## src/hdl/rsw_consts.vh

```
/*
 * Constants for the ring status word block: register addresses, bit positions,
 * reset values and timing counts.
 * Assumes it is included by bare name from the hdl folder.
 */
`ifndef RSW_CONSTS_VH
`define RSW_CONSTS_VH

// ----------------------------------------------------------------
// local bus addresses
// ----------------------------------------------------------------
`define RSW_ADDR_CTRL0         4'h0
`define RSW_ADDR_CMD_CLEAR     4'h1
`define RSW_ADDR_STATUS        4'h2
`define RSW_ADDR_STATUS1       4'h3
`define RSW_ADDR_TX_FIFO       4'h4
`define RSW_ADDR_RET_FIFO      4'h5
`define RSW_ADDR_RX_FIFO       4'h6

// ----------------------------------------------------------------
// control word bits
// ----------------------------------------------------------------
`define RSW_CTRL_ENABLE        0
`define RSW_CTRL_SEND          1
`define RSW_CTRL_REPLAY        2
`define RSW_CLR_IRQ            0

// ----------------------------------------------------------------
// status word bits
// ----------------------------------------------------------------
`define RSW_ST_TX_RUN          0
`define RSW_ST_RX_RUN          1
`define RSW_ST_RX_HALF         2
`define RSW_ST_RX_FULL         3
`define RSW_ST_RX_EMPTY        4
`define RSW_ST_RET_HALF        5
`define RSW_ST_RET_FULL        6
`define RSW_ST_RET_EMPTY       7
`define RSW_ST_TX_HALF         8
`define RSW_ST_TX_FULL         9
`define RSW_ST_TX_EMPTY        10
`define RSW_ST_LINK_UP         11
`define RSW_ST_IRQ             12
`define RSW_ST_FOR_CTRL        13
`define RSW_ST_TIMING_READY    14
`define RSW_ST_SPARE           15
`define RSW_S1_CLR_MSB         6
`define RSW_S1_CLR_LSB         3

// ----------------------------------------------------------------
// values and counts
// ----------------------------------------------------------------
`define RSW_RESET_WORD         16'h0000
`define RSW_EMPTY_READ         16'hFFFF
`define RSW_IDLE_BYTES         512

`endif

```

## src/hdl/rsw_status_word.v

```verilog
/*
 * Status word of the ring controller, local bus register file at address 2,
 * with the command clear register, controller enable / send / replay controls,
 * and the host FIFO access gating tied to controller_enable.
 * Assumes FIFO flags, receive and transmit engine strobes are on clk; the
 * timing receiver lock arrives from a pin and is synchronised here.
 */
//
// Behaviour
// - status word is read-only at local address 2; writes ignored.
// - bit 14 follows the timing receiver lock.
// - bit 13 sets when last byte of a frame for the controller lands.
// - frames for the controller go to receive and return FIFOs.
// - bit 13 holds until command clear bit 0 is written one.
// - interrupt line raised on any last received byte; bit 12 mirrors it.
// - interrupt and bit 12 hold until command clear bit 0 written one.
// - bit 11 low until 512 idle bytes sent and first token returned.
// - bits 10..8 show transmit FIFO flags; empty read gives FFFF.
// - bits 7..5 show return FIFO flags; empty read gives FFFF.
// - bits 4..2 show receive FIFO flags; empty read gives FFFF.
// - bit 1 high while frame data enters the receive FIFO.
// - bit 0 high from enabled send/replay until FIFO empty and end sent.
// - enable allows transmit and blocks listed host FIFO accesses.
// - send toggle starts transmit; replay toggle also rewinds read pointer.
// - clear bit 0 clears bits 13,12 and status-1 bits 6..3; self-clears.
//
`timescale 1ns/1ps
`default_nettype none
`include "rsw_consts.vh"

module rsw_status_word #(
    parameter IDLE_BYTES = `RSW_IDLE_BYTES
) (
    // clock and reset
    input  wire        clk,
    input  wire        rst_n,
    // local bus
    input  wire [3:0]  lb_addr,
    input  wire        lb_wr,
    input  wire        lb_rd,
    input  wire [15:0] lb_wdata,
    output reg  [15:0] lb_rdata,
    output reg         lb_rvalid,
    // host fifo port gates
    output reg         tx_fifo_wr,
    output reg         tx_fifo_rd_host,
    output reg         ret_fifo_wr_host,
    output reg         ret_fifo_rd_host,
    output reg         rx_fifo_wr_host,
    output reg         rx_fifo_rd,
    output reg  [15:0] fifo_wdata,
    input  wire [15:0] tx_fifo_dout,
    input  wire [15:0] ret_fifo_dout,
    input  wire [15:0] rx_fifo_dout,
    // fifo flags, active high
    input  wire [2:0]  tx_flags,
    input  wire [2:0]  ret_flags,
    input  wire [2:0]  rx_flags,
    // timing receiver lock, from pin
    input  wire        timing_receiver_ready,
    // receive engine
    input  wire        rx_byte_wr,
    input  wire        rx_last_byte,
    input  wire        rx_for_ctrl,
    input  wire [6:0]  status1_in,
    // transmit engine
    input  wire        idle_byte_sent,
    input  wire        token_seen,
    input  wire        tx_eof_sent,
    output reg         tx_go,
    output reg         tx_rewind,
    output reg         ret_copy_wr,
    output reg         local_irq,
    output reg  [6:0]  status1_q
);

    // ----------------------------------------------------------------
    // state
    // ----------------------------------------------------------------
    reg         ctrl_enable_q;
    reg         send_q;
    reg         replay_q;
    reg         for_ctrl_q;
    reg         link_up_q;
    reg         idle_done_q;
    reg  [9:0]  idle_cnt_q;
    reg         tx_run_q;
    reg         rx_run_q;
    wire        ready_s;

    wire wr_ctrl  = lb_wr && (lb_addr == `RSW_ADDR_CTRL0);
    wire clr_hit  = lb_wr && (lb_addr == `RSW_ADDR_CMD_CLEAR) && lb_wdata[`RSW_CLR_IRQ];
    wire rx_done  = rx_byte_wr && rx_last_byte;
    wire send_tg  = wr_ctrl && (lb_wdata[`RSW_CTRL_SEND] != send_q);
    wire rep_tg   = wr_ctrl && (lb_wdata[`RSW_CTRL_REPLAY] != replay_q);
    wire en_next  = wr_ctrl ? lb_wdata[`RSW_CTRL_ENABLE] : ctrl_enable_q;

    rsw_sync2 #(
        .WIDTH (1)
    ) u_ready_sync (
        .clk      (clk),
        .rst_n    (rst_n),
        .async_in (timing_receiver_ready),
        .sync_out (ready_s)
    );

    // ----------------------------------------------------------------
    // control and events
    // ----------------------------------------------------------------
    always @(posedge clk)
    begin
        if (!rst_n)
        begin
            ctrl_enable_q <= 1'b0;
            send_q        <= 1'b0;
            replay_q      <= 1'b0;
            for_ctrl_q    <= 1'b0;
            local_irq     <= 1'b0;
            status1_q     <= 7'h00;
            link_up_q     <= 1'b0;
            idle_done_q   <= 1'b0;
            idle_cnt_q    <= 10'h000;
            tx_run_q      <= 1'b0;
            rx_run_q      <= 1'b0;
            tx_go         <= 1'b0;
            tx_rewind     <= 1'b0;
            ret_copy_wr   <= 1'b0;
        end
        else
        begin
            if (wr_ctrl)
            begin
                ctrl_enable_q <= lb_wdata[`RSW_CTRL_ENABLE];
                send_q        <= lb_wdata[`RSW_CTRL_SEND];
                replay_q      <= lb_wdata[`RSW_CTRL_REPLAY];
            end
            // enable must be set before or with the toggle
            tx_go     <= en_next && (send_tg || rep_tg);
            tx_rewind <= en_next && rep_tg;
            // copy of controller frames into the return FIFO
            ret_copy_wr <= rx_byte_wr && rx_for_ctrl;
            // set wins over a clear in the same cycle
            if (rx_done && rx_for_ctrl)
                for_ctrl_q <= 1'b1;
            else if (clr_hit)
                for_ctrl_q <= 1'b0;
            if (rx_done)
                local_irq <= 1'b1;
            else if (clr_hit)
                local_irq <= 1'b0;
            status1_q <= status1_in;
            if (clr_hit)
                status1_q[`RSW_S1_CLR_MSB:`RSW_S1_CLR_LSB] <= 4'h0;
            // link bring-up: idle bytes counted, then first token
            if (idle_byte_sent && !idle_done_q)
            begin
                if (idle_cnt_q == IDLE_BYTES - 1)
                    idle_done_q <= 1'b1;
                idle_cnt_q <= idle_cnt_q + 10'h001;
            end
            if (idle_done_q && token_seen)
                link_up_q <= 1'b1;
            rx_run_q <= rx_byte_wr && !rx_last_byte;
            if (en_next && (send_tg || rep_tg))
                tx_run_q <= 1'b1;
            else if (tx_eof_sent && tx_flags[2])
                tx_run_q <= 1'b0;
        end
    end

    // ----------------------------------------------------------------
    // host fifo access gating and read mux
    // ----------------------------------------------------------------
    wire [15:0] status_word = {1'b0,
                               ready_s,
                               for_ctrl_q,
                               local_irq,
                               link_up_q,
                               tx_flags,
                               ret_flags,
                               rx_flags,
                               rx_run_q,
                               tx_run_q};

    always @(posedge clk)
    begin
        if (!rst_n)
        begin
            lb_rdata         <= `RSW_RESET_WORD;
            lb_rvalid        <= 1'b0;
            tx_fifo_wr       <= 1'b0;
            tx_fifo_rd_host  <= 1'b0;
            ret_fifo_wr_host <= 1'b0;
            ret_fifo_rd_host <= 1'b0;
            rx_fifo_wr_host  <= 1'b0;
            rx_fifo_rd       <= 1'b0;
            fifo_wdata       <= 16'h0000;
        end
        else
        begin
            fifo_wdata       <= lb_wdata;
            tx_fifo_wr       <= lb_wr && (lb_addr == `RSW_ADDR_TX_FIFO);
            // enable blocks these host paths
            ret_fifo_wr_host <= lb_wr && (lb_addr == `RSW_ADDR_RET_FIFO) && !ctrl_enable_q;
            rx_fifo_wr_host  <= lb_wr && (lb_addr == `RSW_ADDR_RX_FIFO) && !ctrl_enable_q;
            tx_fifo_rd_host  <= lb_rd && (lb_addr == `RSW_ADDR_TX_FIFO) && !ctrl_enable_q
                                && !tx_flags[2];
            ret_fifo_rd_host <= lb_rd && (lb_addr == `RSW_ADDR_RET_FIFO) && !ctrl_enable_q
                                && !ret_flags[2];
            rx_fifo_rd       <= lb_rd && (lb_addr == `RSW_ADDR_RX_FIFO) && !rx_flags[2];
            lb_rvalid        <= lb_rd;
            // writes to the status address fall through to nothing
            case (lb_addr)
                `RSW_ADDR_CTRL0:
                    lb_rdata <= {13'h0000, replay_q, send_q, ctrl_enable_q};
                `RSW_ADDR_STATUS:
                    lb_rdata <= status_word;
                `RSW_ADDR_STATUS1:
                    lb_rdata <= {9'h000, status1_q};
                `RSW_ADDR_TX_FIFO:
                    lb_rdata <= (tx_flags[2] || ctrl_enable_q) ? `RSW_EMPTY_READ
                                : tx_fifo_dout;
                `RSW_ADDR_RET_FIFO:
                    lb_rdata <= (ret_flags[2] || ctrl_enable_q) ? `RSW_EMPTY_READ
                                : ret_fifo_dout;
                `RSW_ADDR_RX_FIFO:
                    lb_rdata <= rx_flags[2] ? `RSW_EMPTY_READ : rx_fifo_dout;
                default:
                    lb_rdata <= 16'h0000;
            endcase
        end
    end

endmodule

`default_nettype wire

```

## src/hdl/rsw_sync2.v

```verilog
/*
 * Two-flop synchroniser for a bundle of level signals.
 * Assumes inputs come from another clock domain or a pin; output is a clean level.
 */
`timescale 1ns/1ps
`default_nettype none

module rsw_sync2 #(
    parameter WIDTH = 1
) (
    // clock and reset
    input  wire             clk,
    input  wire             rst_n,
    // levels
    input  wire [WIDTH-1:0] async_in,
    output reg  [WIDTH-1:0] sync_out
);

    reg [WIDTH-1:0] meta_q;

    always @(posedge clk)
    begin
        if (!rst_n)
        begin
            meta_q   <= {WIDTH{1'b0}};
            sync_out <= {WIDTH{1'b0}};
        end
        else
        begin
            meta_q   <= async_in;
            sync_out <= meta_q;
        end
    end

endmodule

`default_nettype wire

```

## config.mk

```make
export PLATFORM = sky130hd
export DESIGN_NAME = rsw_status_word
export DESIGN_NICKNAME = d
export VERILOG_FILES = /design/src/hdl/rsw_status_word.v /design/src/hdl/rsw_sync2.v
export VERILOG_INCLUDE_DIRS = /design/src /design/src/hdl
export SDC_FILE = /design/constraint.sdc
export NUM_CORES = 1
export LEC_CHECK = 0
export BUFFER_PORTS_ARGS = -buffer_cell sky130_fd_sc_hd__buf_4
export CAP_MARGIN = 20
export CORE_MARGIN = 2
export CORE_UTILIZATION = 45
export DETAILED_ROUTE_END_ITERATION = 6
export PLACE_DENSITY = 0.8
export SKIP_CTS_REPAIR_TIMING = 1
export SYNTH_ARGS = -nofsm -noshare
export SYNTH_HDL_FRONTEND = slang
export SYNTH_HIERARCHICAL = 1
export SYNTH_SLANG_ARGS = --single-unit
```

## constraint.sdc

```tcl
create_clock -name clk -period 1.5 [get_ports clk]
set_input_delay 0.15 -clock clk [delete_from_list [all_inputs] [get_ports clk]]
set_output_delay 0.15 -clock clk [all_outputs]
set_load 0.05 [all_outputs]
```

### After elaboration in Yosys (flattened, before gate mapping)

Cells that the tools add are included.

* add/sub/neg operators: 1
* multipliers: 0
* div/mod/pow operators: 0
* order comparisons: 0
* eq/ne operators: 9
* shifts and indexed selects: 0
* muxes and demuxes: 10
* bitwise logic cells: 1
* reductions and logical operators: 42

Operators by type and width (count)
* case mux 16 bit (6 select lines): 1
* two-way mux 16 bit: 3
* logical AND 1 bit: 27
* equality test 4 x 3 -> 1 bit (second input constant): 3
* adder 10 x 1 -> 10 bit (second input constant): 1
* equality test 10 x 9 -> 1 bit (second input constant): 1
* equality test 4 x 2 -> 1 bit (second input constant): 2
* zero test 1 bit: 6
* two-way mux 1 bit: 6
* nonzero test 2 bit: 3
* equality test 4 x 1 -> 1 bit (second input constant): 1
* zero test 4 bit: 1
* logical OR 1 bit: 3
* != test 1 bit: 2
* AND reduction 2 bit: 1
* OR reduction 2 bit: 1
* inverter 1 bit: 1

* register bits: 70
* latch bits: 0
* bits in writable memories: 0
* bits in read-only memories: 0
* input port bits: 95
* output and inout port bits: 50
* logic and storage cells: 89
* memories: 0

### Longest topological paths before layout

Gate-level depths: netlist (run 1).

* depth in word-level cells: 6
* depth in mapped cells: 6
* gate-level depth less buffers: 5

### Cells and area by module

The synthesis (run 1) kept the hierarchy.

By module, submodules not included
* rsw_status_word: instances 1, cells an instance 290, area each 2732.6 µm², seq. area each 1361.3 µm²
* rsw_sync2: instances 1, cells an instance 4, area each 52.6 µm², seq. area each 40.0 µm²

### Worst setup path after synthesis (run 1)

No wires, ideal clock.

* path type: flip-flop to flip-flop
* start point: register ctrl_enable_q
* end point: register lb_rdata[2]
* setup time: 138 ps
* data arrival time: 1191 ps
* required time: 1362 ps
* path slack: 171 ps
* stages on the path, launching flop included: 7
* period minus slack after synthesis: 1329 ps
* cells stage by stage: dfxtp_1 buf_4 or2_1 clkbuf_1 clkbuf_2 o21ai_0 a41oi_1

* longest elaborated chain between the ends: 3
* elaborated cells on any way between the ends: 5

RTL lines
* start, declared: line rsw_status_word.v:80 `reg ctrl_enable_q;`
* start signal, assigned: line rsw_status_word.v:133 `` ctrl_enable_q <= lb_wdata[`RSW_CTRL_ENABLE]; ``
* logical OR 1 bit, on equally long branches: line rsw_status_word.v:224, rsw_status_word.v:221
* two-way mux 16 bit, on equally long branches: line rsw_status_word.v:224, rsw_status_word.v:221
* case mux 16 bit (6 select lines) *: line rsw_status_word.v:213 `case (lb_addr)`
* end signal, assigned: line rsw_status_word.v:215 `lb_rdata <= {13'h0000, replay_q, send_q, ctrl_enable_q};`
* end signal, assigned: line rsw_status_word.v:224 `` lb_rdata <= (ret_flags[2] || ctrl_enable_q) ? `RSW_EMPTY_READ ``
* end signal, assigned: line rsw_status_word.v:227 `` lb_rdata <= rx_flags[2] ? `RSW_EMPTY_READ : rx_fifo_dout; ``
* end, declared: line rsw_status_word.v:42 `output reg [15:0] lb_rdata,`

Every way passes the cells marked *; elsewhere a longest branch is shown, timed or not.
A chain may end at the register's enable or synchronous reset.

### Final worst setup path (run 1)

* start point: register ctrl_enable_q
* end point: register lb_rdata[13]

The elaborated chain is that of the path after synthesis.

==> impl_metrics.yaml, run 1 <==
worst_setup_path:
  r2r.worst_path.cells: 4
  crit_fanout: 16
  r2r_start: "ctrl_enable_q"
  crit_family: "simple AND/OR/NAND/NOR gates"
  cp.arrival_ps: 1570
  crit_buf_inv: 0
  cp_slowest_cell: "or2_2"
  max_stage_delay_ps: 440
  endpoint_kind: "register"
  required_ps: 1710
  startpoint_type: "register"
  rrSetupSlack_ps: 140
  startpoint: "ctrl_enable_q"
  r2r-end: "lb_rdata[13]"
  crit_type: "reg2reg"
  crit_path_cell_trace: "or2_2 -> o21a_1 -> a21oi_1 -> a31oi_1"
sta:
  period_share_pct: 90.4
  rsz0062_at_grt: "no"
  tns_ps: 0
  finalSetupViolCount: 0
  hold_violations: 0
  slew_headroom_pct: 70.0
  worst_pin_slew_ps: 444
  whs_ps: 7.18
  fin_crit_ps: 1360
  clock_skew_ps: 7.96
  finalMaxSlewViolations: 0
  max_freq_mhz: 738
  setup_ws_ps: 145
final_layout:
  area.growth.synth_to_final_pct: 50.4
  insertedDiodeCount: 0
  design_area_sq_mm: 0.00419
  layout-drive-gt1-share_pct: 41.6
  fill_cells: 494
  finalNonFillerCells: 520
  fin_nets: 536
  final_util_pct: 70.3
yosys:
  synth.distinct_cells: 45
  synth-seq-area-share_pct: 50.3
  avgSynthCellArea_sq_um: 9.47
  synth_fa_ha_area_share_pct: 0.449
  async_flop_share_pct: 0
  post_synth_and_or_nand_nor_area_fraction_pct: 19.7
  ys_warn_count: 6
  yosysMostFrequentCell: "dfxtp_1"
  synthMuxAreaShare_pct: 2.74
  synth_compound_area_share_pct: 19.0
  ys.flop_type: "dfxtp_1"
  synth_cells: 294
  synth_edf_count: 0
  synthXorXnorAreaFrac_pct: 3.14
  yosys.area.top_type: "dfxtp_1"
  synthTopCellsByArea: "dfxtp_1 50%, o21ai_0 7.7%, and2_1 5.6%"
  synth_top_family_by_area: "simple AND/OR/NAND/NOR gates"
  syn-cell-area_sq_mm: 0.00279
  syn_nets: 390
  synth_common_cells: "70 x dfxtp_1, 43 x o21ai_0, 25 x and2_1, 17 x nand2_1"
  synth_seq_cells: 70
  netlist.area_leader.share_pct: 50.3
cts:
  cts.sinks: 70
  clock_latency_ps: 340
  cts_buffer_depth: 2
  cts_tree: "built"
  clkTransAtPathRegs_ps: 70
  cts_buffers: 9
  clockRootBuffer: "clkbuf_8"
  h-tree-depth: 3
placement:
  io_buffers: 144
  hpwl_um: 6290
  placed_area_sq_mm: 0.00393
  dp_slack_ps: 152
  place_congestion: 0.891
  place_inst: 503
die:
  start_util_pct: 46.8
  die-area_sq_mm: 0.00683
  num_io_pins: 145
  rows: 28
  core_area_sq_mm: 0.00596
  die_h_um: 82.7
  fp.dieW_um: 82.7
power:
  p_leak_nw: 1.80
  power_mw: 4.49
  ir_worst_vdd_uv: 654
  powerDensity_mw_per_mm2: 1070
min_path:
  hold_end: "ret_fifo_rd_host"
  min_path_cells: 2
  hp-start: "ret_flags[2]"
  hp-class: "in2reg"
drt:
  viasPerCell: 5.38
  routed_wl_um: 8290
  first_pass_iters: 5
  dr.first_iter.drc_count: 163
  drc_errors: 0
  ant_nets: 0
  avgRoutedWirePerCell_um: 15.9
  vias: 2795
run:
  maxCapViolCount: 0
global_routing:
  grt_pass1_vias: 2630
  track_usage_pct: 24.4
  antenna_found_initial: 0
  grt_pass1_wl_um: 12400
  grt_max_degree: 20
  grt-ovfl-total: 0
status:
  status: "finished clean"
-- layout make-up --
| class | instances | area [sq um] | area share (%) |
|---|---|---|---|
| Sequential cell | 70 | 1400 | 33.5 |
| Multi-Input combinational cell | 199 | 1260 | 30.1 |
| Timing Repair Buffer | 155 | 1170 | 27.8 |
| Clock buffer | 10 | 138 | 3.29 |
| Clock inverter | 6 | 109 | 2.60 |
| Tap cell | 75 | 93.8 | 2.24 |
| Inverter | 5 | 18.8 | 0.448 |
-- routing by layer --
| layer | vias up | share of wire (%) | GRT usage, % |
|---|---|---|---|
| met3 | 21 | 9.7 | 5.22 |
| li1 | 1334 | - | - |
| met1 | 1278 | 39 | 28.8 |
| met2 | 162 | 49 | 42.2 |
| met5 | - | 0 | 0 |
| met4 | 0 | 2.2 | 11.5 |
-- where the power goes --
part,internal [mW],switching (mW),total [mW]
clock network,1.15,0.684,1.83
registers,1.92,0.0291,1.95
logic,0.313,0.392,0.705
total,3.38,1.10,4.49
-- worst register-to-register path: cells and delay by family, from the launching register on --
family	cells	cell delay, ps
and+or+nand+nor	1	440
AOI/OAI and AO/OA	3	430
DFF	1	360
-- worst max-delay path by stage --
stage	slack, ps	end	cells after the start
floorplan	170	lb_rdata[2]	6
global placement	190	lb_rdata[13]	4
detailed placement	150	lb_rdata[1]	4
CTS	150	lb_rdata[14]	4
global route	30	lb_rdata[14]	4
finish	140	lb_rdata[13]	4
-- flip-flops by register name (all words and copies together), names as in the netlist, 7 cells and up --
register / cells
fifo_wdata: 16
idle_cnt_q: 10
lb_rdata: 16
status1_q: 7
-- layout by cell type (no fill, tap or decap), drive strengths merged, types with 3 or more instances in the layout --
cell / n
nor4b: 3
mux2: 5
nor4: 3
o21a: 7
nand3: 9
nor3: 4
nand2: 17
a31oi: 6
nand3b: 3
inv: 5
clkbuf: 10
xnor2: 8
o21ai: 45
and3: 3
nor2: 13
and2: 25
nand4: 3
a21oi: 13
clkinv: 3
buf: 154
a41oi: 11
dfxtp: 70
bufinv: 3
-- logic make-up (layout without fill, tap and decap cells) --
family,Yosys count,in the layout
XOR/XNOR,10,10
AND/OR/NAND/NOR,94,94
flip-flops,70,70
AO/OA/AOI/OAI,87,87
buffers and inverters,25,176
adder cells (fa/ha/maj),1,1
multiplexers,7,7
No activity file was read; power rests on OpenSTA's default activity.
==> inputs of run 2 (changes only) <==
Settings changed: HOLD_SLACK_MARGIN set to 0.02, SLEW_MARGIN set to 15.
==> run 2 against run 1 <==
Against the previous run:
- via count is 0.86% higher
- sequential share of layout area is 0.93 points lower
- fmax is 5.3% lower
- sequential power hardly changed
- count of clock-buffer cells in the layout stayed put
- first-iteration DRC count is 6.1% lower
- clock skew hardly changed
- critical path type is now in2reg
- critical endpoint is now lb_rdata[1]
- highest routed layer unchanged
==> impl_metrics.yaml, run 2 (synthesis gave the netlist of run 1 again) <==
power:
  pwr-share-clk_pct: 40.8
  ir_worst_vdd_uv: 673
  powerDensity_mw_per_mm2: 1050
  p_sw_share_pct: 25.0
  power_mw: 4.54
  combPwrFrac_pct: 16.2
  p_leak_nw: 1.85
  switching_power_mw: 1.13
  p_seq_share_pct: 43.1
  p_int_mw: 3.40
sta:
  worst_pin_slew_ps: 441
  period_share_pct: 95.4
  hold_violations: 0
  rsz0062_at_grt: "no"
  fin_crit_ps: 1430
  finalMaxSlewViolations: 0
  max_freq_mhz: 698
  clock_skew_ps: 8.11
  slew_headroom_pct: 70.2
  finalSetupViolCount: 0
  tns_ps: 0
cts:
  clockRootBuffer: "clkbuf_8"
  cts.sinks: 70
  cts_buffer_depth: 2
  clock_latency_ps: 340
  clkTransAtPathRegs_ps: 70
  h-tree-depth: 3
  cts_tree: "built"
  cts_buffers: 9
drt:
  drc_errors: 0
  ant_nets: 0
  routed_wl_um: 8600
  avgRoutedWirePerCell_um: 16.2
  vias: 2819
  dr.first_iter.drc_count: 153
  first_pass_iters: 5
  viasPerCell: 5.30
global_routing:
  grt_use_met1_pct: 28.8
  grtUsageMet2_pct: 42.2
  use_met3_pct: 5.22
  grt_max_degree: 20
  grt_pass1_wl_um: 12400
  antenna_found_initial: 0
  track_usage_pct: 24.4
  grt_pass1_vias: 2630
  grt_most_used_layer: "met2"
  grt-ovfl-total: 0
worst_setup_path:
  startpoint_type: "input pin"
  cp.arrival_ps: 1630
  required_ps: 1700
  max_stage_delay_ps: 540
  crit_family: "buffers and inverters"
  crit_type: "in2reg"
  crit_buf_inv: 2
  crit_path_cell_trace: "dlygate4sd3_1 -> buf_4 -> or2_2 -> o21ai_0 -> a41oi_1"
  cp_slowest_cell: "dlygate4sd3_1"
  crit_fanout: 15
  endpoint_kind: "register"
final_layout:
  top_regs: "fifo_wdata (16), lb_rdata (16), idle_cnt_q (10)"
  area.growth.synth_to_final_pct: 54.7
  fill_cells: 471
  final_common_cell: "buf_4"
  design_area_sq_mm: 0.00431
  insertedDiodeCount: 0
  fin_nets: 548
  multi_input_area_sq_mm: 0.00126
  seq_area_sq_mm: 0.00140
  layout-drive-gt1-share_pct: 40.5
  final_cell_mix: "154 x buf_4, 70 x dfxtp_1, 43 x o21ai_0"
die:
  start_util_pct: 46.8
  rows: 28
  die_h_um: 82.7
  fp.dieW_um: 82.7
  num_io_pins: 145
  core_area_sq_mm: 0.00596
  die-area_sq_mm: 0.00683
placement:
  hpwl_um: 6290
  place_congestion: 0.891
  placed_area_sq_mm: 0.00393
  io_buffers: 144
run:
  maxCapViolCount: 0
min_path:
  hp-class: "in2reg"
status:
  status: "finished clean"
run 2: final timing paths:
check / to / slack [ps] / start / depth (start not counted)
worst min-delay path: fifo_wdata[3] / 20 / lb_wdata[3] / 2
worst min register to register: u_ready_sync/sync_out / 440 / u_ready_sync/meta_q / 1
worst max register to register: lb_rdata[13] / 160 / ctrl_enable_q / 4
worst max-delay path: lb_rdata[1] / 70 / ret_flags[2] / 5
run 2: stage by stage:
stage	util [%]	hold slack (ps)	cells	setup WS, ps
finish	72.3	16.0	532	68.3
CTS	70.1	-27.0	519	151
global route	72.3	20.6	532	6.41
detailed placement	66.0	338	503	152
global placement	66.0	339	503	190
floorplan	-	222	294	171
run 2: routing by layer:
metal | up-vias | part of all wire [%] | wire length [um]
met3 | 16 | 9.1 | 785
met2 | 149 | 50 | 4320
met1 | 1297 | 39 | 3340
met5 | - | 0 | 0
li1 | 1357 | - | -
met4 | 0 | 1.8 | 157
run 2: layout make-up:
type	count	area share (%)
Clock inverter	6	2.53
Clock buffer	10	3.19
Sequential cell	70	32.5
Tap cell	75	2.18
Multi-Input combinational cell	199	29.3
Inverter	5	0.436
Timing Repair Buffer	167	29.9
run 2: power groups by stage:
stage,combinational (mW),sequential [mW],clock [mW]
floorplan,0.170,2.18,0
global placement,0.694,1.99,0
detailed placement,0.700,2.00,0
CTS,0.703,1.95,1.86
global route,0.779,1.96,1.95
finish,0.734,1.95,1.85
